`src/air_pkg.sv`:
```
// Package: register map, field positions, reset values and modes of the result/interrupt block
package air_pkg;
    // Register offsets (byte addresses on the peripheral port)
    localparam logic [7:0] AIR_OFS_IRQ_ENABLE = 8'h0a;
    localparam logic [7:0] AIR_OFS_IRQ_FLAGS = 8'h0b;
    localparam logic [7:0] AIR_OFS_DEBUG_CONTROL = 8'h0c;
    localparam logic [7:0] AIR_OFS_BYTE_STAGING = 8'h0d;
    localparam logic [7:0] AIR_OFS_RESULT_LOW = 8'h10;
    localparam logic [7:0] AIR_OFS_RESULT_HIGH = 8'h11;
    // Block-local configuration registers (window mode and thresholds)
    localparam logic [7:0] AIR_OFS_WINDOW_SELECT = 8'h04;
    localparam logic [7:0] AIR_OFS_WIN_LOW_L = 8'h12;
    localparam logic [7:0] AIR_OFS_WIN_LOW_H = 8'h13;
    localparam logic [7:0] AIR_OFS_WIN_HIGH_L = 8'h14;
    localparam logic [7:0] AIR_OFS_WIN_HIGH_H = 8'h15;
    // Field positions
    localparam int AIR_BIT_RESULT_READY = 0;
    localparam int AIR_BIT_WINDOW_MATCH = 1;
    localparam int AIR_BIT_RUN_IN_DEBUG = 0;
    // Reset values
    localparam logic [7:0] AIR_RST_BYTE = 8'h00;
    localparam logic [15:0] AIR_RST_WORD = 16'h0000;
    // Converter code limits
    localparam logic [9:0] AIR_CODE_MAX = 10'h3ff;
    localparam logic [9:0] AIR_CODE_MIN = 10'h000;
    localparam logic [15:0] AIR_ACC_CEILING = 16'hffc0;
    localparam int AIR_ACC_MAX_COUNT = 64;
    // Window compare modes
    typedef enum logic [2:0] {
        AIR_WIN_NONE = 3'h0,
        AIR_WIN_BELOW = 3'h1,
        AIR_WIN_ABOVE = 3'h2,
        AIR_WIN_INSIDE = 3'h3,
        AIR_WIN_OUTSIDE = 3'h4
    } air_win_mode_e;
endpackage : air_pkg

```
`src/air_window_cmp.sv`:
```
// Window comparator: decides a match of a finished result against the thresholds
`timescale 1ns/1ps
module air_window_cmp
    import air_pkg::*;
(
    input wire logic [2:0] mode, // Window compare select
    input wire logic [15:0] value, // Final (accumulated) result
    input wire logic [15:0] low_thr, // Low threshold
    input wire logic [15:0] high_thr, // High threshold
    output logic match // Value satisfies the mode
);
    // Mode decode, reserved codes never match
    always_comb begin
        case (mode)
            AIR_WIN_BELOW: match = (value < low_thr);
            AIR_WIN_ABOVE: match = (value > high_thr);
            AIR_WIN_INSIDE: match = (value > low_thr) && (value < high_thr);
            AIR_WIN_OUTSIDE: match = (value < low_thr) || (value > high_thr);
            default: match = 1'b0;
        endcase
    end
endmodule : air_window_cmp

```
`src/air_result_irq.sv`:
```
// Result, interrupt flag, debug-run and byte-staging logic of the converter
//
// Notes on behaviour
// - Window interrupt only when enable bit1 set
// - Ready interrupt only when enable bit0 set
// - Window flag set on matching finished result
// - Ready flag set on every finished result
// - Writing one clears flag, zero keeps it
// - Reading result clears both flags
// - Debug halt without run bit ignores events
// - Run bit set keeps converting during halt
// - One shared read/write byte staging register
// - Result low at base, high at base+1
// - Overrange sample saturates at 0x3ff
// - Underrange sample forced to zero
// - Accumulated result never exceeds 0xffc0
// - Window modes none/below/above/inside/outside
// - Window compares the final accumulated value
//
// Chosen here: the address-and-strobe port.
`timescale 1ns/1ps
module air_result_irq
    import air_pkg::*;
#(
    parameter int SAMPLE_W = 10, // Converter code width
    parameter int RESULT_W = 16 // Result/accumulator width
) (
    input wire logic clk, // 10 MHz peripheral clock
    input wire logic rst_n, // Asynchronous reset, active low
    input wire logic [7:0] reg_addr, // Register address
    input wire logic [7:0] reg_wdata, // Write data
    input wire logic reg_wr, // Write strobe
    input wire logic reg_rd, // Read strobe
    output logic [7:0] reg_rdata, // Read data, one cycle after strobe
    input wire logic debug_halt, // Processor stopped in break debug
    input wire logic [SAMPLE_W-1:0] sample_code, // Raw sample from the core
    input wire logic sample_over, // Input above reference
    input wire logic sample_under, // Input below zero volts
    input wire logic sample_valid, // One-cycle sample strobe
    input wire logic sample_last, // Sample ends the accumulation
    input wire logic start_event, // Incoming trigger event
    output logic start_req, // Event passed to the core
    output logic conv_run, // Core may run
    output logic result_ready_irq, // Ready request
    output logic window_match_irq, // Window request
    output logic irq // Combined level interrupt
);
    // Software-visible state
    logic [7:0] irq_enable_q; // Interrupt enables
    logic [1:0] irq_flags_q; // Sticky flags
    logic run_in_debug_halt_q; // Debug-run bit
    logic [7:0] byte_staging_q; // Shared staging byte
    logic [RESULT_W-1:0] conversion_result_q; // Published result
    logic [2:0] window_compare_select_q; // Window mode
    logic [15:0] window_low_threshold_q; // Low threshold
    logic [15:0] window_high_threshold_q; // High threshold
    // Accumulation path
    logic [RESULT_W-1:0] acc_q; // Running sum
    logic [RESULT_W-1:0] acc_d; // Sum including this sample
    logic [SAMPLE_W-1:0] clamped; // Saturated sample
    logic active; // Core allowed to operate
    logic done; // A result finishes this cycle
    logic match; // Finished result matches window
    logic rd_result; // Read of either result byte
    logic [7:0] rdata_d; // Next read data

    // Address match helper, used by every register
    function automatic logic hit(input logic [7:0] a, input logic [7:0] ofs);
        return a == ofs;
    endfunction : hit

    // Halt unless the debug-run bit keeps us going
    assign active = !debug_halt || run_in_debug_halt_q;
    assign conv_run = active;
    assign start_req = start_event && active;
    assign done = sample_valid && sample_last && active;
    assign rd_result = reg_rd && (hit(reg_addr, AIR_OFS_RESULT_LOW)
        || hit(reg_addr, AIR_OFS_RESULT_HIGH));

    // Saturation of out-of-range samples
    always_comb begin
        if (sample_over) begin
            clamped = AIR_CODE_MAX;
        end else if (sample_under) begin
            clamped = AIR_CODE_MIN;
        end else begin
            clamped = sample_code;
        end
    end

    // Sum with clamp at the ceiling
    always_comb begin
        logic [RESULT_W:0] sum;
        sum = {1'b0, acc_q} + {{(RESULT_W + 1 - SAMPLE_W){1'b0}}, clamped};
        if (sum > {1'b0, AIR_ACC_CEILING}) begin
            acc_d = AIR_ACC_CEILING;
        end else begin
            acc_d = sum[RESULT_W-1:0];
        end
    end

    // Running accumulator, restarts after each finished result
    always_ff @(posedge clk or negedge rst_n) begin
        if (!rst_n) begin
            acc_q <= AIR_RST_WORD;
        end else if (done) begin
            acc_q <= AIR_RST_WORD;
        end else if (sample_valid && active) begin
            acc_q <= acc_d;
        end
    end

    // Publish final value
    always_ff @(posedge clk or negedge rst_n) begin
        if (!rst_n) begin
            conversion_result_q <= AIR_RST_WORD;
        end else if (done) begin
            conversion_result_q <= acc_d;
        end
    end

    // Window check on the final accumulated value
    air_window_cmp u_cmp (
        .mode(window_compare_select_q),
        .value(acc_d),
        .low_thr(window_low_threshold_q),
        .high_thr(window_high_threshold_q),
        .match(match)
    );

    // Flags: set wins over write-one clear and result read
    always_ff @(posedge clk or negedge rst_n) begin
        if (!rst_n) begin
            irq_flags_q <= 2'h0;
        end else begin
            for (int i = 0; i < 2; i++) begin
                if (done && (i == AIR_BIT_RESULT_READY || match)) begin
                    irq_flags_q[i] <= 1'b1;
                end else if (rd_result) begin
                    irq_flags_q[i] <= 1'b0;
                end else if (reg_wr && hit(reg_addr, AIR_OFS_IRQ_FLAGS) && reg_wdata[i]) begin
                    irq_flags_q[i] <= 1'b0;
                end
            end
        end
    end

    // Plain control registers
    always_ff @(posedge clk or negedge rst_n) begin
        if (!rst_n) begin
            irq_enable_q <= AIR_RST_BYTE;
            run_in_debug_halt_q <= 1'b0;
            window_compare_select_q <= 3'h0;
            window_low_threshold_q <= AIR_RST_WORD;
            window_high_threshold_q <= AIR_RST_WORD;
        end else if (reg_wr) begin
            if (hit(reg_addr, AIR_OFS_IRQ_ENABLE)) begin
                irq_enable_q <= {6'h00, reg_wdata[1:0]};
            end
            if (hit(reg_addr, AIR_OFS_DEBUG_CONTROL)) begin
                run_in_debug_halt_q <= reg_wdata[AIR_BIT_RUN_IN_DEBUG];
            end
            if (hit(reg_addr, AIR_OFS_WINDOW_SELECT)) begin
                window_compare_select_q <= reg_wdata[2:0];
            end
            // High byte writes commit the staged low byte atomically
            if (hit(reg_addr, AIR_OFS_WIN_LOW_H)) begin
                window_low_threshold_q <= {reg_wdata, byte_staging_q};
            end
            if (hit(reg_addr, AIR_OFS_WIN_HIGH_H)) begin
                window_high_threshold_q <= {reg_wdata, byte_staging_q};
            end
        end
    end

    // Shared staging byte
    always_ff @(posedge clk or negedge rst_n) begin
        if (!rst_n) begin
            byte_staging_q <= AIR_RST_BYTE;
        end else if (reg_rd && hit(reg_addr, AIR_OFS_RESULT_LOW)) begin
            byte_staging_q <= conversion_result_q[15:8];
        end else if (reg_wr && (hit(reg_addr, AIR_OFS_BYTE_STAGING)
            || hit(reg_addr, AIR_OFS_WIN_LOW_L) || hit(reg_addr, AIR_OFS_WIN_HIGH_L))) begin
            byte_staging_q <= reg_wdata;
        end
    end

    // Read mux, unmapped reads zero
    always_comb begin
        rdata_d = 8'h00;
        case (reg_addr)
            AIR_OFS_IRQ_ENABLE: rdata_d = irq_enable_q;
            AIR_OFS_IRQ_FLAGS: rdata_d = {6'h00, irq_flags_q};
            AIR_OFS_DEBUG_CONTROL: rdata_d = {7'h00, run_in_debug_halt_q};
            AIR_OFS_BYTE_STAGING: rdata_d = byte_staging_q;
            AIR_OFS_RESULT_LOW: rdata_d = conversion_result_q[7:0];
            AIR_OFS_RESULT_HIGH: rdata_d = byte_staging_q;
            AIR_OFS_WINDOW_SELECT: rdata_d = {5'h00, window_compare_select_q};
            AIR_OFS_WIN_LOW_L: rdata_d = window_low_threshold_q[7:0];
            AIR_OFS_WIN_LOW_H: rdata_d = window_low_threshold_q[15:8];
            AIR_OFS_WIN_HIGH_L: rdata_d = window_high_threshold_q[7:0];
            AIR_OFS_WIN_HIGH_H: rdata_d = window_high_threshold_q[15:8];
            default: rdata_d = 8'h00;
        endcase
    end

    // Registered read data
    always_ff @(posedge clk or negedge rst_n) begin
        if (!rst_n) begin
            reg_rdata <= 8'h00;
        end else if (reg_rd) begin
            reg_rdata <= rdata_d;
        end else begin
            reg_rdata <= 8'h00;
        end
    end

    // Requests
    assign result_ready_irq = irq_flags_q[AIR_BIT_RESULT_READY]
        && irq_enable_q[AIR_BIT_RESULT_READY];
    assign window_match_irq = irq_flags_q[AIR_BIT_WINDOW_MATCH]
        && irq_enable_q[AIR_BIT_WINDOW_MATCH];
    assign irq = result_ready_irq || window_match_irq;

    // Checks
    AST_READY_SET: assert property (@(posedge clk) disable iff (!rst_n)
        done |=> irq_flags_q[AIR_BIT_RESULT_READY])
        else $error("ready flag not set after result");
    AST_WIN_SET: assert property (@(posedge clk) disable iff (!rst_n)
        done && match |=> irq_flags_q[AIR_BIT_WINDOW_MATCH])
        else $error("window flag not set on match");
    AST_W1C: assert property (@(posedge clk) disable iff (!rst_n)
        reg_wr && reg_addr == AIR_OFS_IRQ_FLAGS && reg_wdata[0] && !done |=> !irq_flags_q[0])
        else $error("write one did not clear flag");
    AST_W0_KEEP: assert property (@(posedge clk) disable iff (!rst_n)
        reg_wr && reg_addr == AIR_OFS_IRQ_FLAGS && !reg_wdata[0] && irq_flags_q[0]
        |=> irq_flags_q[0])
        else $error("write zero changed flag");
    AST_RD_CLEAR: assert property (@(posedge clk) disable iff (!rst_n)
        rd_result && !done |=> irq_flags_q == 2'h0)
        else $error("result read did not clear flags");
    AST_HALT: assert property (@(posedge clk) disable iff (!rst_n)
        debug_halt && !run_in_debug_halt_q |-> !start_req && !conv_run)
        else $error("events passed during debug halt");
    AST_RUN: assert property (@(posedge clk) disable iff (!rst_n)
        run_in_debug_halt_q |-> conv_run)
        else $error("halted with debug-run set");
    AST_CEIL: assert property (@(posedge clk) disable iff (!rst_n)
        conversion_result_q <= AIR_ACC_CEILING)
        else $error("result above ceiling");
    AST_IRQ: assert property (@(posedge clk) disable iff (!rst_n)
        irq == |(irq_flags_q & irq_enable_q[1:0]))
        else $error("irq differs from flag and enable");
    AST_STAGE: assert property (@(posedge clk) disable iff (!rst_n)
        reg_rd && reg_addr == AIR_OFS_RESULT_LOW |=> byte_staging_q == $past(conversion_result_q[15:8]))
        else $error("high byte not staged");

    // Enables gate the requests and bits 1:0 are stored as written, upper bits read zero
    AST_WIN_EN_OFF: assert property (@(posedge clk) disable iff (!rst_n)
        reg_wr && reg_addr == AIR_OFS_IRQ_ENABLE && !reg_wdata[AIR_BIT_WINDOW_MATCH]
        |=> !window_match_irq)
        else $error("window request without enable");
    AST_RDY_EN_OFF: assert property (@(posedge clk) disable iff (!rst_n)
        reg_wr && reg_addr == AIR_OFS_IRQ_ENABLE && !reg_wdata[AIR_BIT_RESULT_READY]
        |=> !result_ready_irq)
        else $error("ready request without enable");
    AST_WIN_EN_ON: assert property (@(posedge clk) disable iff (!rst_n)
        reg_wr && reg_addr == AIR_OFS_IRQ_ENABLE && reg_wdata[1] |=> irq_enable_q[1])
        else $error("window enable not stored");
    AST_RDY_EN_ON: assert property (@(posedge clk) disable iff (!rst_n)
        reg_wr && reg_addr == AIR_OFS_IRQ_ENABLE && reg_wdata[0] |=> irq_enable_q[0])
        else $error("ready enable not stored");

    // Flags rise only with a finished result
    AST_RDY_ONLY_DONE: assert property (@(posedge clk) disable iff (!rst_n)
        !done && !irq_flags_q[AIR_BIT_RESULT_READY] |=> !irq_flags_q[AIR_BIT_RESULT_READY])
        else $error("ready flag set without result");
    AST_WIN_ONLY_MATCH: assert property (@(posedge clk) disable iff (!rst_n)
        !(done && match) && !irq_flags_q[AIR_BIT_WINDOW_MATCH]
        |=> !irq_flags_q[AIR_BIT_WINDOW_MATCH])
        else $error("window flag set without match");
    AST_NO_COMPARE: assert property (@(posedge clk) disable iff (!rst_n)
        window_compare_select_q == AIR_WIN_NONE || window_compare_select_q > AIR_WIN_OUTSIDE |-> !match)
        else $error("match with compare off or reserved");

    // Flags hold until a write of one or a result read
    AST_RDY_HOLD: assert property (@(posedge clk) disable iff (!rst_n)
        irq_flags_q[0] && !rd_result
        && !(reg_wr && reg_addr == AIR_OFS_IRQ_FLAGS && reg_wdata[0]) |=> irq_flags_q[0])
        else $error("ready flag dropped by itself");
    AST_WIN_HOLD: assert property (@(posedge clk) disable iff (!rst_n)
        irq_flags_q[1] && !rd_result
        && !(reg_wr && reg_addr == AIR_OFS_IRQ_FLAGS && reg_wdata[1]) |=> irq_flags_q[1])
        else $error("window flag dropped by itself");

    // Write-one clear and write-zero keep of the window flag
    AST_W1C_WIN: assert property (@(posedge clk) disable iff (!rst_n)
        reg_wr && reg_addr == AIR_OFS_IRQ_FLAGS && reg_wdata[1] && !done |=> !irq_flags_q[1])
        else $error("write one did not clear window flag");
    AST_W0_KEEP_WIN: assert property (@(posedge clk) disable iff (!rst_n)
        reg_wr && reg_addr == AIR_OFS_IRQ_FLAGS && !reg_wdata[1] && irq_flags_q[1]
        |=> irq_flags_q[1])
        else $error("write zero changed window flag");

    // Result publication and saturation of single samples
    AST_RES_PUB: assert property (@(posedge clk) disable iff (!rst_n)
        done |=> conversion_result_q == $past(acc_d))
        else $error("finished result not published");
    AST_RES_HOLD: assert property (@(posedge clk) disable iff (!rst_n)
        !done |=> $stable(conversion_result_q))
        else $error("result changed without a finished conversion");
    AST_SAT_HI: assert property (@(posedge clk) disable iff (!rst_n)
        done && sample_over && acc_q == AIR_RST_WORD |=> conversion_result_q == {6'h00, AIR_CODE_MAX})
        else $error("overrange sample not saturated");
    AST_SAT_LO: assert property (@(posedge clk) disable iff (!rst_n)
        done && sample_under && !sample_over && acc_q == AIR_RST_WORD
        |=> conversion_result_q == AIR_RST_WORD)
        else $error("underrange sample not zero");

    // Halt freezes the sum and keeps the ready flag from rising, debug-run keeps summing
    AST_HALT_ACC: assert property (@(posedge clk) disable iff (!rst_n)
        !active |=> $stable(acc_q))
        else $error("sample taken during debug halt");
    AST_HALT_FLAG: assert property (@(posedge clk) disable iff (!rst_n)
        !active && !irq_flags_q[0] |=> !irq_flags_q[0])
        else $error("result flagged during debug halt");
    AST_RUN_ACC: assert property (@(posedge clk) disable iff (!rst_n)
        debug_halt && run_in_debug_halt_q && sample_valid && !sample_last
        |=> acc_q == $past(acc_d))
        else $error("sample dropped with debug-run set");

    // Staging byte, threshold commit and result byte reads
    AST_STAGE_WR: assert property (@(posedge clk) disable iff (!rst_n)
        reg_wr && reg_addr == AIR_OFS_BYTE_STAGING |=> byte_staging_q == $past(reg_wdata))
        else $error("staging write lost");
    AST_THR_COMMIT: assert property (@(posedge clk) disable iff (!rst_n)
        reg_wr && reg_addr == AIR_OFS_WIN_LOW_H
        |=> window_low_threshold_q == {$past(reg_wdata), $past(byte_staging_q)})
        else $error("low threshold not committed with staged byte");
    AST_RD_LOW: assert property (@(posedge clk) disable iff (!rst_n)
        reg_rd && reg_addr == AIR_OFS_RESULT_LOW && !done
        |=> reg_rdata == conversion_result_q[7:0])
        else $error("low result byte wrong");
    AST_RD_HIGH: assert property (@(posedge clk) disable iff (!rst_n)
        reg_rd && reg_addr == AIR_OFS_RESULT_HIGH |=> reg_rdata == $past(byte_staging_q))
        else $error("high result byte not from staging");

    CV_DONE: cover property (@(posedge clk) disable iff (!rst_n) done && match);
    CV_HALT: cover property (@(posedge clk) disable iff (!rst_n) debug_halt && start_event && !active);
    CV_ACC: cover property (@(posedge clk) disable iff (!rst_n) sample_valid && !sample_last ##1 done);
    CV_IRQ: cover property (@(posedge clk) disable iff (!rst_n) irq ##1 rd_result);
endmodule : air_result_irq

```
`config.mk`:
```
export PLATFORM = sky130hd
export DESIGN_NAME = air_result_irq
export DESIGN_NICKNAME = d
export VERILOG_FILES = /design/src/air_pkg.sv /design/src/air_window_cmp.sv /design/src/air_result_irq.sv
export SDC_FILE = /design/constraint.sdc
export NUM_CORES = 1
export LEC_CHECK = 0
export BUFFER_PORTS_ARGS = -buffer_cell sky130_fd_sc_hd__buf_2
export CAP_MARGIN = 30
export CORE_MARGIN = 5
export CORE_UTILIZATION = 45
export DETAILED_ROUTE_END_ITERATION = 8
export PLACE_DENSITY = 0.74
export SYNTH_ARGS = -nofsm -noshare
export SYNTH_HDL_FRONTEND = slang
export SYNTH_HIERARCHICAL = 1
export SYNTH_SLANG_ARGS = --single-unit
export TNS_END_PERCENT = 100
```
`constraint.sdc`:
```
create_clock -name clk -period 5.7 [get_ports clk]
set_input_delay 0.855 -clock clk [delete_from_list [all_inputs] [get_ports clk]]
set_output_delay 0.855 -clock clk [all_outputs]
set_load 0.01 [all_outputs]
```
* Word-level counts from Yosys, hierarchy flattened
Cells that the tools add are included.
** Operators by class
- Add/subtract/negate cells :: 1
- Order comparisons :: 5
- Equal/unequal tests :: 15
- Mux-type cells :: 16
- Reduce and logical (&&, ||, !) cells :: 31
** Operators with widths (number)
- one-hot mux 8 bit (10 select lines) :: 1
- equality test 8 x 5 -> 1 bit (second input constant) :: 6
- 2-to-1 mux 16 bit :: 3
- equality test 8 x 4 -> 1 bit (second input constant) :: 4
- > comparator 16 bit :: 2
- < comparator 16 bit :: 2
- 2-to-1 mux 8 bit :: 3
- 2-to-1 mux 10 bit :: 2
- adder 16 x 10 -> 17 bit :: 1
- > comparator 17 x 16 -> 1 bit (second input constant) :: 1
- logical AND 1 bit :: 14
- AND reduction 2 bit :: 5
- equality test 8 x 3 -> 1 bit (second input constant) :: 1
- equality test 3 x 2 -> 1 bit (second input constant) :: 2
- logical OR 1 bit :: 6
- 2-to-1 mux 1 bit :: 6
- nonzero test 3 bit :: 2
- one-hot mux 1 bit (4 select lines) :: 1
- nonzero test 2 bit :: 2
- equality test 3 x 1 -> 1 bit (second input constant) :: 1
- equality test 3 bit (second input constant) :: 1
- OR reduction 2 bit :: 1
- zero test 1 bit :: 1
** Word-level totals
- Flip-flop bits (word level) :: 88
- Output and inout port bits :: 13
- Logic and storage cells :: 79

* Depth between registers and ports, before layout
Gate-level depths: netlist (run 1).
- Word-level depth :: 10
- Mapped depth :: 21
- Mapped depth without buffers :: 20

* By module
The synthesis (run 1) kept the hierarchy.
** Modules (own cells, without submodules)
- air_result_irq :: instances 1, cells an instance 463, area an instance 4834.6 µm², sequential area each 2202.1 µm²
- air_window_cmp :: instances 1, cells an instance 120, area an instance 862.1 µm², sequential area each 0.0 µm²

* Worst setup path after synthesis (run 1)
No wires, ideal clock.
- Path type :: input to register
- Start :: input port sample_over
- End :: register irq_flags_q[1]
- Data arrival time :: 5036 ps
- Setup slack :: 597 ps
- Cell stages on the path :: 20
- Buffers on the path :: 2
- Path through :: clkbuf_1 -> a21o_1 -> ha_1 -> inv_1 -> fa_1 -> nor2b_4 -> o2111ai_2 -> a31oi_1 -> a211oi_1 -> or4_4 -> nor4_4 -> buf_6 -> nor2_1 -> ha_1 -> a21oi_1 -> o21ai_0 -> a221o_1 -> or3_1 -> o311ai_1 -> a32o_1
** Between the ends
- Longest elaborated chain between the ends :: 9
** RTL lines
- start: declaration :: RTL line air_result_irq.sv:37 : input wire logic sample_over,
- 2-to-1 mux 10 bit * :: RTL line air_result_irq.sv:82 : if (sample_over) begin
- adder 16 x 10 -> 17 bit * :: RTL line air_result_irq.sv:94 : sum = {1'b0, acc_q} + {{(RESULT_W + 1 - SAMPLE_W){1'b0}}, clamped};
- > comparator 17 x 16 -> 1 bit :: RTL line air_result_irq.sv:95 : if (sum > {1'b0, AIR_ACC_CEILING}) begin
- 2-to-1 mux 16 bit * :: RTL line air_result_irq.sv:95
- via acc_d[5] :: RTL line air_result_irq.sv:59 : logic [RESULT_W-1:0] acc_d;
- < comparator 16 bit, or another cell as far along :: RTL line air_window_cmp.sv:15, air_window_cmp.sv:18
- logical OR 1 bit / logical AND 1 bit (equally long branches) :: RTL line air_window_cmp.sv:18, air_window_cmp.sv:17
- one-hot mux 1 bit (4 select lines) * :: RTL line air_window_cmp.sv:14 : case (mode)
- via match :: RTL line air_result_irq.sv:63 : logic match;
- logical AND 1 bit * :: RTL line air_result_irq.sv:137 : if (done && (i == AIR_BIT_RESULT_READY || match)) begin
- nonzero test 3 bit (no line) / 2-to-1 mux 1 bit (equally long branches)
- end signal: indexed assignment :: RTL line air_result_irq.sv:138 : irq_flags_q[i] <= 1'b1;
- end signal: indexed assignment :: RTL line air_result_irq.sv:140 : irq_flags_q[i] <= 1'b0;
- end signal: indexed assignment :: RTL line air_result_irq.sv:142 : irq_flags_q[i] <= 1'b0;
- end: declaration :: RTL line air_result_irq.sv:50 : logic [1:0] irq_flags_q;
The timed path passes the listed nets; every way through them passes the cells marked *.
A chain may end at the register's enable or synchronous reset.

* Worst setup path after layout (run 1)
- Start :: input port sample_under
- End :: register irq_flags_q[1]
** Between the ends
- Longest elaborated chain between the ends :: 10
** RTL lines
- start: declaration :: RTL line air_result_irq.sv:38 : input wire logic sample_under,
- 2-to-1 mux 10 bit * :: RTL line air_result_irq.sv:84 : end else if (sample_under) begin
- 2-to-1 mux 10 bit * :: RTL line air_result_irq.sv:82
- adder 16 x 10 -> 17 bit * :: RTL line air_result_irq.sv:94
- > comparator 17 x 16 -> 1 bit :: RTL line air_result_irq.sv:95
- 2-to-1 mux 16 bit * :: RTL line air_result_irq.sv:95
- via acc_d[14] :: RTL line air_result_irq.sv:59
- < comparator 16 bit, or another cell as far along :: RTL line air_window_cmp.sv:15, air_window_cmp.sv:18
- logical OR 1 bit / logical AND 1 bit (equally long branches) :: RTL line air_window_cmp.sv:18, air_window_cmp.sv:17
- one-hot mux 1 bit (4 select lines) * :: RTL line air_window_cmp.sv:14
- via match :: RTL line air_result_irq.sv:63
- logical AND 1 bit * :: RTL line air_result_irq.sv:137
- nonzero test 3 bit (no line) / 2-to-1 mux 1 bit (equally long branches)
Marks and branches as above.

==> flow_summary.json, run 1 <==
{
  "grt_pass1_vias": 4719,
  "rsz_0062_raised_after_global_routing": "false",
  "clock_sink_count": 88,
  "finalSetupViolCount": 0,
  "route.antenna.remaining_nets": 0,
  "post_cts_buffers": 0,
  "post_cts_hold_buffer_count": 0,
  "finalWorstPathRequiredPeriod_ns": 5.15,
  "fin_crit_sh_pct": 90.4,
  "timing.setup.critical_path_class": "in -> reg",
  "routabilityCongestion": 0.970,
  "via_count": 4815,
  "overflow": 0,
  "max_slew_margin_pct": 27.2,
  "worst_r2r_path_depth": 16,
  "status": "complete, no violations",
  "synth-seq-area-share_pct": 38.7,
  "yosysUniqueCellTypes": 69,
  "worst_hold_path.num_cells": 2,
  "final-instance-count-excl-fill": 809,
  "design.portCount": 49,
  "tritoncts": "done",
  "overall_track_demand_over_capacity_in_global_routing_pct": 20.8,
  "clk_pin_slew_ns": 0.07,
  "routed_wl_mm": 15.0,
  "layout_common_cells": "sky130_fd_sc_hd__dfrtp_1 (88), sky130_fd_sc_hd__nand2_1 (64), sky130_fd_sc_hd__mux2_2 (64)",
  "avgSynthCellArea_sq_um": 9.77,
  "layout_setup_ws_ns": 0.550,
  "report.final.hold_viol_count": 0,
  "worstHoldPathType": "reg -> reg",
  "hp-start": "conversion_result_q[10]",
  "chipHeight_um": 123,
  "final.setup.tns_ns": 0,
  "design.final.nets": 711,
  "preCtsSetupSlack_ns": 0.212,
  "worst_setup_path_start_kind": "input port",
  "place.detailed.instances": 793,
  "ys_seq_elements": 88,
  "internal_power_mw": 1.45,
  "most_frequent_standard_cell_in_the_layout_excluding_fill_and_tap_cells": "sky130_fd_sc_hd__dfrtp_1",
  "fin_worst_skew_ns": 0.00661,
  "initial_antenna_violation_count": 0,
  "clkLatencyLatePin_ns": 0.34,
  "port-buffer-count": 48,
  "drt_iter0_drc": 339,
  "n_antenna_cell": 0,
  "sequentialPowerShare_pct": 33.3,
  "detailed_place_hpwl_mm": 11.6,
  "die_area_sq_um": 15000,
  "syn_area_sq_um": 5700,
  "detail_route.vias_per_cell": 5.95,
  "cts_resized": 0,
  "worst_ir_drop_vdd_uv": 134,
  "floorplan.die.width_um": 123,
  "power.combinational.fraction_pct": 43.7,
  "routed_length_per_placed_instance_um": 18.6,
  "drive_above_1_share_pct": 24.6,
  "cellPowerDensity_nw_per_um2": 372,
  "cts_h_tree_depth": 3,
  "postSynthNetCount": 662,
  "worst_r2r_startpoint": "acc_q[0]",
  "grt_pass1_wl_mm": 24.2,
  "tightestPinTransition_ns": 1.08,
  "fmax_ghz": 0.194,
  "synth_warnings": 6,
  "num_rows": 41,
  "net-switching-power_mw": 0.953,
  "required_ns": 5.97,
  "ys.flop_type": "sky130_fd_sc_hd__dfrtp_1",
  "hold_path_end": "conversion_result_q[10]",
  "cp_max_fo": 10,
  "worst_hold_slack_ns": 0.486,
  "cts_buffer_depth": 2,
  "p_leak_nw": 2.98,
  "final-max-slew-violation-count": 0,
  "max_capacitance_violation_total": 0,
  "largest_net_degree_at_the_start_of_global_routing": 48,
  "power.switching_fraction_pct": 39.8,
  "number_of_clock_buffers_inserted_by_tritoncts": 9,
  "synth_edf_count": 0,
  "area_delta_synth_final_pct": 13.1,
  "worstPathArrival_ns": 5.42,
  "drc": 0,
  "drt-pass1-iter-count": 7,
  "timing.critical_path.to_type": "flip-flop",
  "crit-reg2reg-capture": "irq_flags_q[1]",
  "postSynthCellCount": 583,
  "pwr-share-clk_pct": 23.0,
  "start_util_pct": 45.5,
  "synth_async_sr_flop_share_pct": 100,
  "ctsRootBufferMaster": "sky130_fd_sc_hd__clkbuf_16",
  "reg2reg_slack_ns": 1.07,
  "core_region_area_sq_um": 12500
}
[area by class of cell]
| class | instances | area, sq um |
|---|---|---|
| Sequential cell | 88 | 2200 |
| Inverter | 43 | 161 |
| Multi-Input combinational cell | 432 | 3240 |
| Tap cell | 172 | 215 |
| Clock buffer | 10 | 229 |
| Fill cell | 1140 | 6080 |
| Clock inverter | 6 | 45.0 |
| Timing Repair Buffer | 58 | 345 |
[stage by stage]
step                      instance area [sq um]  util (%)  total power, mW
after floorplan                            5700         -             1.54
after CTS                                  6440      51.5             2.39
after global placement                     6120      48.9             1.81
final                                      6440      51.5             2.40
after global routing                       6440      51.5             2.57
after detailed placement                   6170      49.3             1.84
[cells by family after synthesis]
kind of cell	count (synthesis)	share of synthesized area, %
xor gates and xnor gates	10	1.54
muxes	66	13.0
adders and majority gates	43	9.58
DFF	88	38.7
AOI/OAI and AO/OA	130	16.5
buffers and inverters	63	4.41
and+or+nand+nor	183	16.3
[how the worst max path moves through the flow]
stage          cells past startpoint  slack (ns)          from        endpoint
6_report                          19        0.55  sample_under  irq_flags_q[1]
5_1_grt                           19        0.20  sample_under  irq_flags_q[1]
4_1_cts                           19        0.53  sample_under  irq_flags_q[1]
3_5_place_dp                      19        0.21  sample_under  irq_flags_q[1]
3_3_place_gp                      19        0.43  sample_under  irq_flags_q[1]
2_1_floorplan                     20        0.60   sample_over  irq_flags_q[1]
[critical path, stage by stage]
cell and delay [ns]:
sky130_fd_sc_hd__buf_2 0.10, sky130_fd_sc_hd__clkinv_1 0.14, sky130_fd_sc_hd__a21o_1 0.14, sky130_fd_sc_hd__ha_1 0.17, sky130_fd_sc_hd__inv_1 0.06, sky130_fd_sc_hd__fa_1 0.44, sky130_fd_sc_hd__nand2b_1 0.22, sky130_fd_sc_hd__a2111oi_2 0.42
sky130_fd_sc_hd__o311ai_2 0.17, sky130_fd_sc_hd__buf_4 0.19, sky130_fd_sc_hd__or4b_1 0.52, sky130_fd_sc_hd__o21a_1 0.19, sky130_fd_sc_hd__ha_1 0.34, sky130_fd_sc_hd__nand4_1 0.15, sky130_fd_sc_hd__nor4_1 0.44, sky130_fd_sc_hd__o21ai_0 0.20
sky130_fd_sc_hd__nor3b_1 0.18, sky130_fd_sc_hd__o311ai_1 0.32, sky130_fd_sc_hd__a32o_1 0.18
[state kept, by name, summed over array words and instances, names as in the netlist]
signal                   flops
conversion_result_q         16
acc_q                       16
window_low_threshold_q      16
reg_rdata                    8
window_compare_select_q      3
run_in_debug_halt_q          1
irq_enable_q                 2
byte_staging_q               8
irq_flags_q                  2
window_high_threshold_q     16
[metal layers]
| metal | part of all wire, % | up-vias | GRT usage (%) |
|---|---|---|---|
| met2 | 47 | 210 | 32.9 |
| met3 | 5.9 | 54 | 2.95 |
| li1 | - | 2225 | - |
| met5 | 0 | - | 0 |
| met1 | 42 | 2326 | 27.2 |
| met4 | 5.0 | 0 | 12.1 |
[power by group through the flow]
stage | Clock [mW] | Sequential (mW) | Combinational (mW)
after CTS | 0.559 | 0.798 | 1.04
final | 0.553 | 0.798 | 1.05
after global routing | 0.585 | 0.809 | 1.18
after detailed placement | 0 | 0.806 | 1.03
after floorplan | 0 | 0.771 | 0.774
after global placement | 0 | 0.808 | 1.00
[cell usage after synthesis, types with 3 or more instances]
master | count | area [sq um]
sky130_fd_sc_hd__a22o_1 | 9 | 78.8
sky130_fd_sc_hd__and2_1 | 5 | 31.3
sky130_fd_sc_hd__xor2_1 | 4 | 35.0
sky130_fd_sc_hd__nand2b_1 | 9 | 56.3
sky130_fd_sc_hd__buf_2 | 6 | 30.0
sky130_fd_sc_hd__ha_1 | 42 | 526
sky130_fd_sc_hd__a21o_1 | 13 | 97.6
sky130_fd_sc_hd__o21ai_0 | 15 | 75.1
sky130_fd_sc_hd__nor4_1 | 3 | 18.8
sky130_fd_sc_hd__a31oi_1 | 9 | 56.3
sky130_fd_sc_hd__a221oi_1 | 7 | 61.3
sky130_fd_sc_hd__nor2_1 | 34 | 128
sky130_fd_sc_hd__nand3b_1 | 3 | 22.5
sky130_fd_sc_hd__and3_1 | 4 | 25.0
sky130_fd_sc_hd__xnor2_1 | 6 | 52.6
sky130_fd_sc_hd__nor2b_1 | 4 | 25.0
sky130_fd_sc_hd__nand3_1 | 24 | 120
sky130_fd_sc_hd__nand4_1 | 11 | 68.8
sky130_fd_sc_hd__o22ai_1 | 4 | 25.0
sky130_fd_sc_hd__clkbuf_1 | 12 | 45.0
sky130_fd_sc_hd__or2_2 | 3 | 18.8
sky130_fd_sc_hd__inv_1 | 42 | 158
sky130_fd_sc_hd__dfrtp_1 | 88 | 2200
sky130_fd_sc_hd__mux2_2 | 64 | 721
sky130_fd_sc_hd__a22oi_1 | 8 | 60.1
sky130_fd_sc_hd__a211oi_1 | 3 | 22.5
sky130_fd_sc_hd__nand2_1 | 64 | 240
sky130_fd_sc_hd__a21oi_1 | 28 | 140
sky130_fd_sc_hd__nor3_1 | 5 | 25.0
sky130_fd_sc_hd__o21ai_2 | 4 | 35.0
No activity file was read; power rests on OpenSTA's default activity.
==> run 2: changes to the inputs <==
--- a/config.mk
+++ b/config.mk
@@ -8,9 +8,9 @@
 export BUFFER_PORTS_ARGS = -buffer_cell sky130_fd_sc_hd__buf_2
 export CAP_MARGIN = 30
 export CORE_MARGIN = 5
-export CORE_UTILIZATION = 45
+export CORE_UTILIZATION = 50
 export DETAILED_ROUTE_END_ITERATION = 8
-export PLACE_DENSITY = 0.74
+export PLACE_DENSITY = 0.66
 export SYNTH_ARGS = -nofsm -noshare
 export SYNTH_HDL_FRONTEND = slang
 export SYNTH_HIERARCHICAL = 1
==> flow_summary.json, run 2 (synthesized netlist as in run 1, its figures left out) <==
{
  "status": "complete, no violations",
  "most_frequent_standard_cell_in_the_layout_excluding_fill_and_tap_cells": "sky130_fd_sc_hd__dfrtp_1",
  "grt_pass1_wl_mm": 24.7,
  "critPathTopFamily": "compound AO/OA/AOI/OAI gates",
  "fmax_ghz": 0.192,
  "cts_h_tree_depth": 3,
  "timing.critical_path.to_type": "flip-flop",
  "cp_max_fo": 10,
  "routed_length_per_placed_instance_um": 19.5,
  "drt_iter0_drc": 378,
  "drc": 0,
  "worst_r2r_path_depth": 18,
  "drive_above_1_share_pct": 24.6,
  "timing.setup.critical_path_class": "in -> reg",
  "worstPathBufferInverterCount": 4,
  "required_ns": 5.98,
  "initial_antenna_violation_count": 0,
  "worstPathArrival_ns": 5.49,
  "met2_layer_usage_reported_by_global_route_pct": 37.8,
  "post_cts_buffers": 0,
  "fin_worst_skew_ns": 0.00570,
  "crit-reg2reg-capture": "irq_flags_q[1]",
  "tritoncts": "done",
  "report.final.hold_viol_count": 0,
  "overflow": 0,
  "rsz_0062_raised_after_global_routing": "false",
  "dpl-instance-area_sq_um": 6120,
  "worst_path_max_delay_cell": "sky130_fd_sc_hd__a211oi_1",
  "worst_ir_drop_vdd_uv": 197,
  "start_util_pct": 50.5,
  "reg2reg_slack_ns": 0.98,
  "core_region_area_sq_um": 11300,
  "tightestPinTransition_ns": 1.09,
  "final-max-slew-violation-count": 0,
  "finalWorstPathRequiredPeriod_ns": 5.21,
  "clkLatencyLatePin_ns": 0.34,
  "path_cells": "buf_2 -> clkinv_1 -> a21o_1 -> ha_1 -> inv_1 -> fa_1 -> nor2b_4 -> o2111ai_2 -> a31o_2 -> a211oi_1 -> or4_4 -> nor4_4 -> buf_4 -> nor3_1 -> ha_1 -> nor2b_1 -> o211a_1 -> o21ai_0 -> or4b_1 -> o311ai_1 -> a32o_1",
  "timing.critical_path.depth": 21,
  "num_rows": 39,
  "largest_net_degree_at_the_start_of_global_routing": 64,
  "max_capacitance_violation_total": 0,
  "die_area_sq_um": 13600,
  "via_count": 4650,
  "grt.busiest_layer": "met2",
  "fin_crit_sh_pct": 91.4,
  "design.portCount": 49,
  "cts_resized": 0,
  "post_cts_hold_buffer_count": 0,
  "crit_start": "sample_under",
  "clock_sink_count": 88,
  "max_slew_margin_pct": 26.7,
  "number_of_clock_buffers_inserted_by_tritoncts": 9,
  "timing.critical_path.to": "irq_flags_q[1]",
  "floorplan.die.width_um": 117,
  "port-buffer-count": 48,
  "routabilityCongestion": 0.903,
  "clk_pin_slew_ns": 0.06,
  "area_delta_synth_final_pct": 13.0,
  "timing.critical_path.mode_cell": "sky130_fd_sc_hd__ha_1",
  "design.final.nets": 711,
  "p_leak_nw": 3.00,
  "worst_setup_path_start_kind": "input port",
  "route.antenna.remaining_nets": 0,
  "finalSetupViolCount": 0,
  "grt_pass1_vias": 4680,
  "grt_use_met1_pct": 32.6,
  "chipHeight_um": 117,
  "routed_wl_mm": 15.2,
  "use_met3_pct": 4.40,
  "detail_route.vias_per_cell": 5.96,
  "cts_buffer_depth": 2,
  "ctsRootBufferMaster": "sky130_fd_sc_hd__clkbuf_16",
  "layout.cell_area.non_filler_sq_um": 6440,
  "max_stage_delay_ns": 0.53,
  "worst_r2r_startpoint": "acc_q[0]",
  "cellPowerDensity_nw_per_um2": 380,
  "detailed_place_hpwl_mm": 11.7,
  "worstHoldPathType": "in -> async",
  "final.setup.tns_ns": 0,
  "overall_track_demand_over_capacity_in_global_routing_pct": 23.7,
  "layout_common_cells": "sky130_fd_sc_hd__dfrtp_1 (88), sky130_fd_sc_hd__nand2_1 (64), sky130_fd_sc_hd__mux2_2 (64)",
  "n_antenna_cell": 0,
  "drt-pass1-iter-count": 5
}
-- run 2: worst min-delay path by stage --
stage,start,to,slack [ns],cells after the start
4_1_cts,rst_n,acc_q[3],0.30,1
5_1_grt,rst_n,acc_q[3],0.30,1
6_report,rst_n,acc_q[3],0.30,1
2_1_floorplan,conversion_result_q[1],conversion_result_q[1],0.44,2
3_5_place_dp,conversion_result_q[14],conversion_result_q[14],0.47,2
3_3_place_gp,conversion_result_q[14],conversion_result_q[14],0.46,2
-- run 2: report_power, final --
group | total [mW] | switching, mW | internal (mW)
combinational | 1.04 | 0.609 | 0.427
clock | 0.609 | 0.244 | 0.365
sequential | 0.799 | 0.0837 | 0.716
-- run 2: stage by stage --
stage | instances | utilization, % | power [mW] | hold WS [ns] | setup WS (ns)
global route | 780 | 57.1 | 2.62 | 0.299 | 0.0895
detailed placement | 763 | 54.3 | 1.83 | 0.467 | 0.127
CTS | 779 | 57.0 | 2.45 | 0.303 | 0.486
floorplan | 583 | - | 1.54 | 0.435 | 0.597
finish | 780 | 57.1 | 2.44 | 0.305 | 0.489
global placement | 762 | 54.0 | 1.80 | 0.459 | 0.212
-- run 2: layout make-up --
class,instances,area [sq um]
clock buffers,12,256
inverters,43,161
flip-flops and latches,88,2200
clock inverters,4,51.3
fillers,1015,4830
well taps,143,179
repair buffers,58,345
multi-input cells,432,3240
-- run 2: metal layers --
| metal | vias up | routed length, um |
|---|---|---|
| met5 | - | 0 |
| met4 | 0 | 326 |
| met3 | 24 | 774 |
| met2 | 134 | 7280 |
| met1 | 2266 | 6830 |
| li1 | 2226 | - |
==> run 3: changes to the inputs <==
--- a/config.mk
+++ b/config.mk
@@ -7,6 +7,7 @@
 export LEC_CHECK = 0
 export BUFFER_PORTS_ARGS = -buffer_cell sky130_fd_sc_hd__buf_2
 export CAP_MARGIN = 30
+export CORE_ASPECT_RATIO = 1.75
 export CORE_MARGIN = 5
 export CORE_UTILIZATION = 50
 export DETAILED_ROUTE_END_ITERATION = 8
==> flow_summary.json, run 3 (synthesized netlist as in run 1, its figures left out) <==
{
  "num_rows": 51,
  "combined_area_of_the_multi_input_logic_cells_sq_um": 3240,
  "fillCellCount": 963,
  "number_of_clock_buffers_inserted_by_tritoncts": 9,
  "timing.setup.critical_path_class": "in -> reg",
  "post_cts_buffers": 0,
  "drc": 0,
  "via_count": 4780,
  "max_stage_delay_ns": 0.56,
  "required_ns": 5.97,
  "floorplan.die.width_um": 90.7,
  "report.final.hold_viol_count": 0,
  "detail_route.vias_per_cell": 6.20,
  "cts_h_tree_depth": 3,
  "worst_ir_drop_vdd_uv": 227,
  "most_frequent_standard_cell_in_the_layout_excluding_fill_and_tap_cells": "sky130_fd_sc_hd__dfrtp_1",
  "routed_length_per_placed_instance_um": 20.5,
  "timing.critical_path.mode_cell": "sky130_fd_sc_hd__ha_1",
  "grt_pass1_wl_mm": 25.9,
  "max_capacitance_violation_total": 0,
  "final-max-slew-violation-count": 0,
  "preCtsSetupSlack_ns": 0.0740,
  "route.antenna.remaining_nets": 0,
  "port-buffer-count": 48,
  "area_delta_synth_final_pct": 12.3,
  "status": "complete, no violations",
  "worstHoldPathType": "in -> async",
  "clkLatencyLatePin_ns": 0.34,
  "max_slew_margin_pct": 29.3,
  "clk_pin_slew_ns": 0.07,
  "core_region_area_sq_um": 11200,
  "drive_above_1_share_pct": 25.0,
  "design.final.nets": 713,
  "overall_track_demand_over_capacity_in_global_routing_pct": 23.8,
  "layout.cell_area.non_filler_sq_um": 6400,
  "cts_buffer_depth": 2,
  "die_area_sq_um": 13700,
  "drt-pass1-iter-count": 5,
  "grt_pass1_vias": 5012,
  "detailed_place_hpwl_mm": 12.4,
  "final-instance-count-excl-fill": 771,
  "clock_sink_count": 88,
  "final.setup.tns_ns": 0,
  "tightestPinTransition_ns": 1.06,
  "finalWorstPathRequiredPeriod_ns": 5.25,
  "post_cts_hold_buffer_count": 0,
  "fmax_ghz": 0.191,
  "n_antenna_cell": 0,
  "routed_wl_mm": 15.8,
  "layout_setup_ws_ns": 0.452,
  "design.portCount": 49,
  "finalSetupViolCount": 0,
  "tritoncts": "done",
  "drt_iter0_drc": 245,
  "worstPathArrival_ns": 5.52,
  "path_cells": "buf_2 -> clkinv_1 -> a21o_1 -> ha_1 -> inv_1 -> fa_1 -> nand2b_1 -> a2111oi_2 -> o311ai_2 -> or4b_1 -> o21a_1 -> ha_1 -> nand4_1 -> nor4_1 -> o21ai_0 -> nor3b_1 -> o311ai_1 -> a32o_1",
  "cp_max_fo": 10,
  "ctsRootBufferMaster": "sky130_fd_sc_hd__clkbuf_16",
  "dpl-instance-area_sq_um": 6110,
  "fin_worst_skew_ns": 0.0117,
  "footprint_of_the_flip_flops_and_latches_sq_um": 2200,
  "fin_crit_sh_pct": 92.1,
  "cellPowerDensity_nw_per_um2": 382,
  "overflow": 0,
  "fin_total_pwr_mw": 2.45,
  "timing.critical_path.to_type": "flip-flop",
  "routabilityCongestion": 0.904,
  "rsz_0062_raised_after_global_routing": "false",
  "p_leak_nw": 3.00,
  "worst_path_max_delay_cell": "sky130_fd_sc_hd__or4b_1",
  "worst_setup_path_start_kind": "input port",
  "layout_common_cells": "sky130_fd_sc_hd__dfrtp_1 (88), sky130_fd_sc_hd__nand2_1 (64), sky130_fd_sc_hd__mux2_2 (64)",
  "place.detailed.instances": 755,
  "largest_net_degree_at_the_start_of_global_routing": 53,
  "start_util_pct": 51.0,
  "cts_resized": 0,
  "initial_antenna_violation_count": 0,
  "chipHeight_um": 151
}
-- run 3: final timing paths --
| kind | start | endpoint | slack, ns | depth (start not counted) |
|---|---|---|---|---|
| worst min-delay path | rst_n | window_high_threshold_q[15] | 0.47 | 1 |
| max in group asynchronous | rst_n | acc_q[1] | 4.21 | 2 |
| min in group clk | conversion_result_q[10] | conversion_result_q[10] | 0.50 | 2 |
| worst max register to register | acc_q[0] | irq_flags_q[1] | 1.00 | 15 |
| worst min register to register | conversion_result_q[10] | conversion_result_q[10] | 0.50 | 2 |
| worst max-delay path | sample_under | irq_flags_q[1] | 0.45 | 18 |
-- run 3: layout make-up --
type | instances | share of cell area [%]
clock buffers | 10 | 3.73
flip-flops and latches | 88 | 34.4
inverters | 43 | 2.52
clock inverters | 6 | 0.762
repair buffers | 60 | 5.32
well taps | 132 | 2.58
multi-input cells | 432 | 50.7
-- run 3: power by group --
part           total, mW  switching [mW]  internal [mW]
logic               1.07           0.624          0.449
registers          0.806          0.0904          0.715
clock network      0.569           0.256          0.313
-- run 3: per-layer routing --
metal / vias to the layer above / GRT usage, % / wire length, um
met5: - / 0 / 0
met4: 0 / 11.0 / 589
met3: 41 / 2.98 / 714
met2: 173 / 44.9 / 8610
met1: 2343 / 26.3 / 5890
li1: 2223 / - / -
-- run 3: critical path, delay by kind of cell --
kind,cells,cell delay (ns)
and+or+nand+nor,5,1.62
AOI/OAI and AO/OA,7,1.77
adders and majority gates,3,0.94
buffers and inverters,3,0.32
-- run 3: per-stage QoR --
stage	utilization [%]	hold slack, ns
floorplan	-	0.435
global placement	54.6	0.460
detailed placement	54.7	0.479
CTS	57.3	0.483
global route	57.3	0.507
finish	57.3	0.473
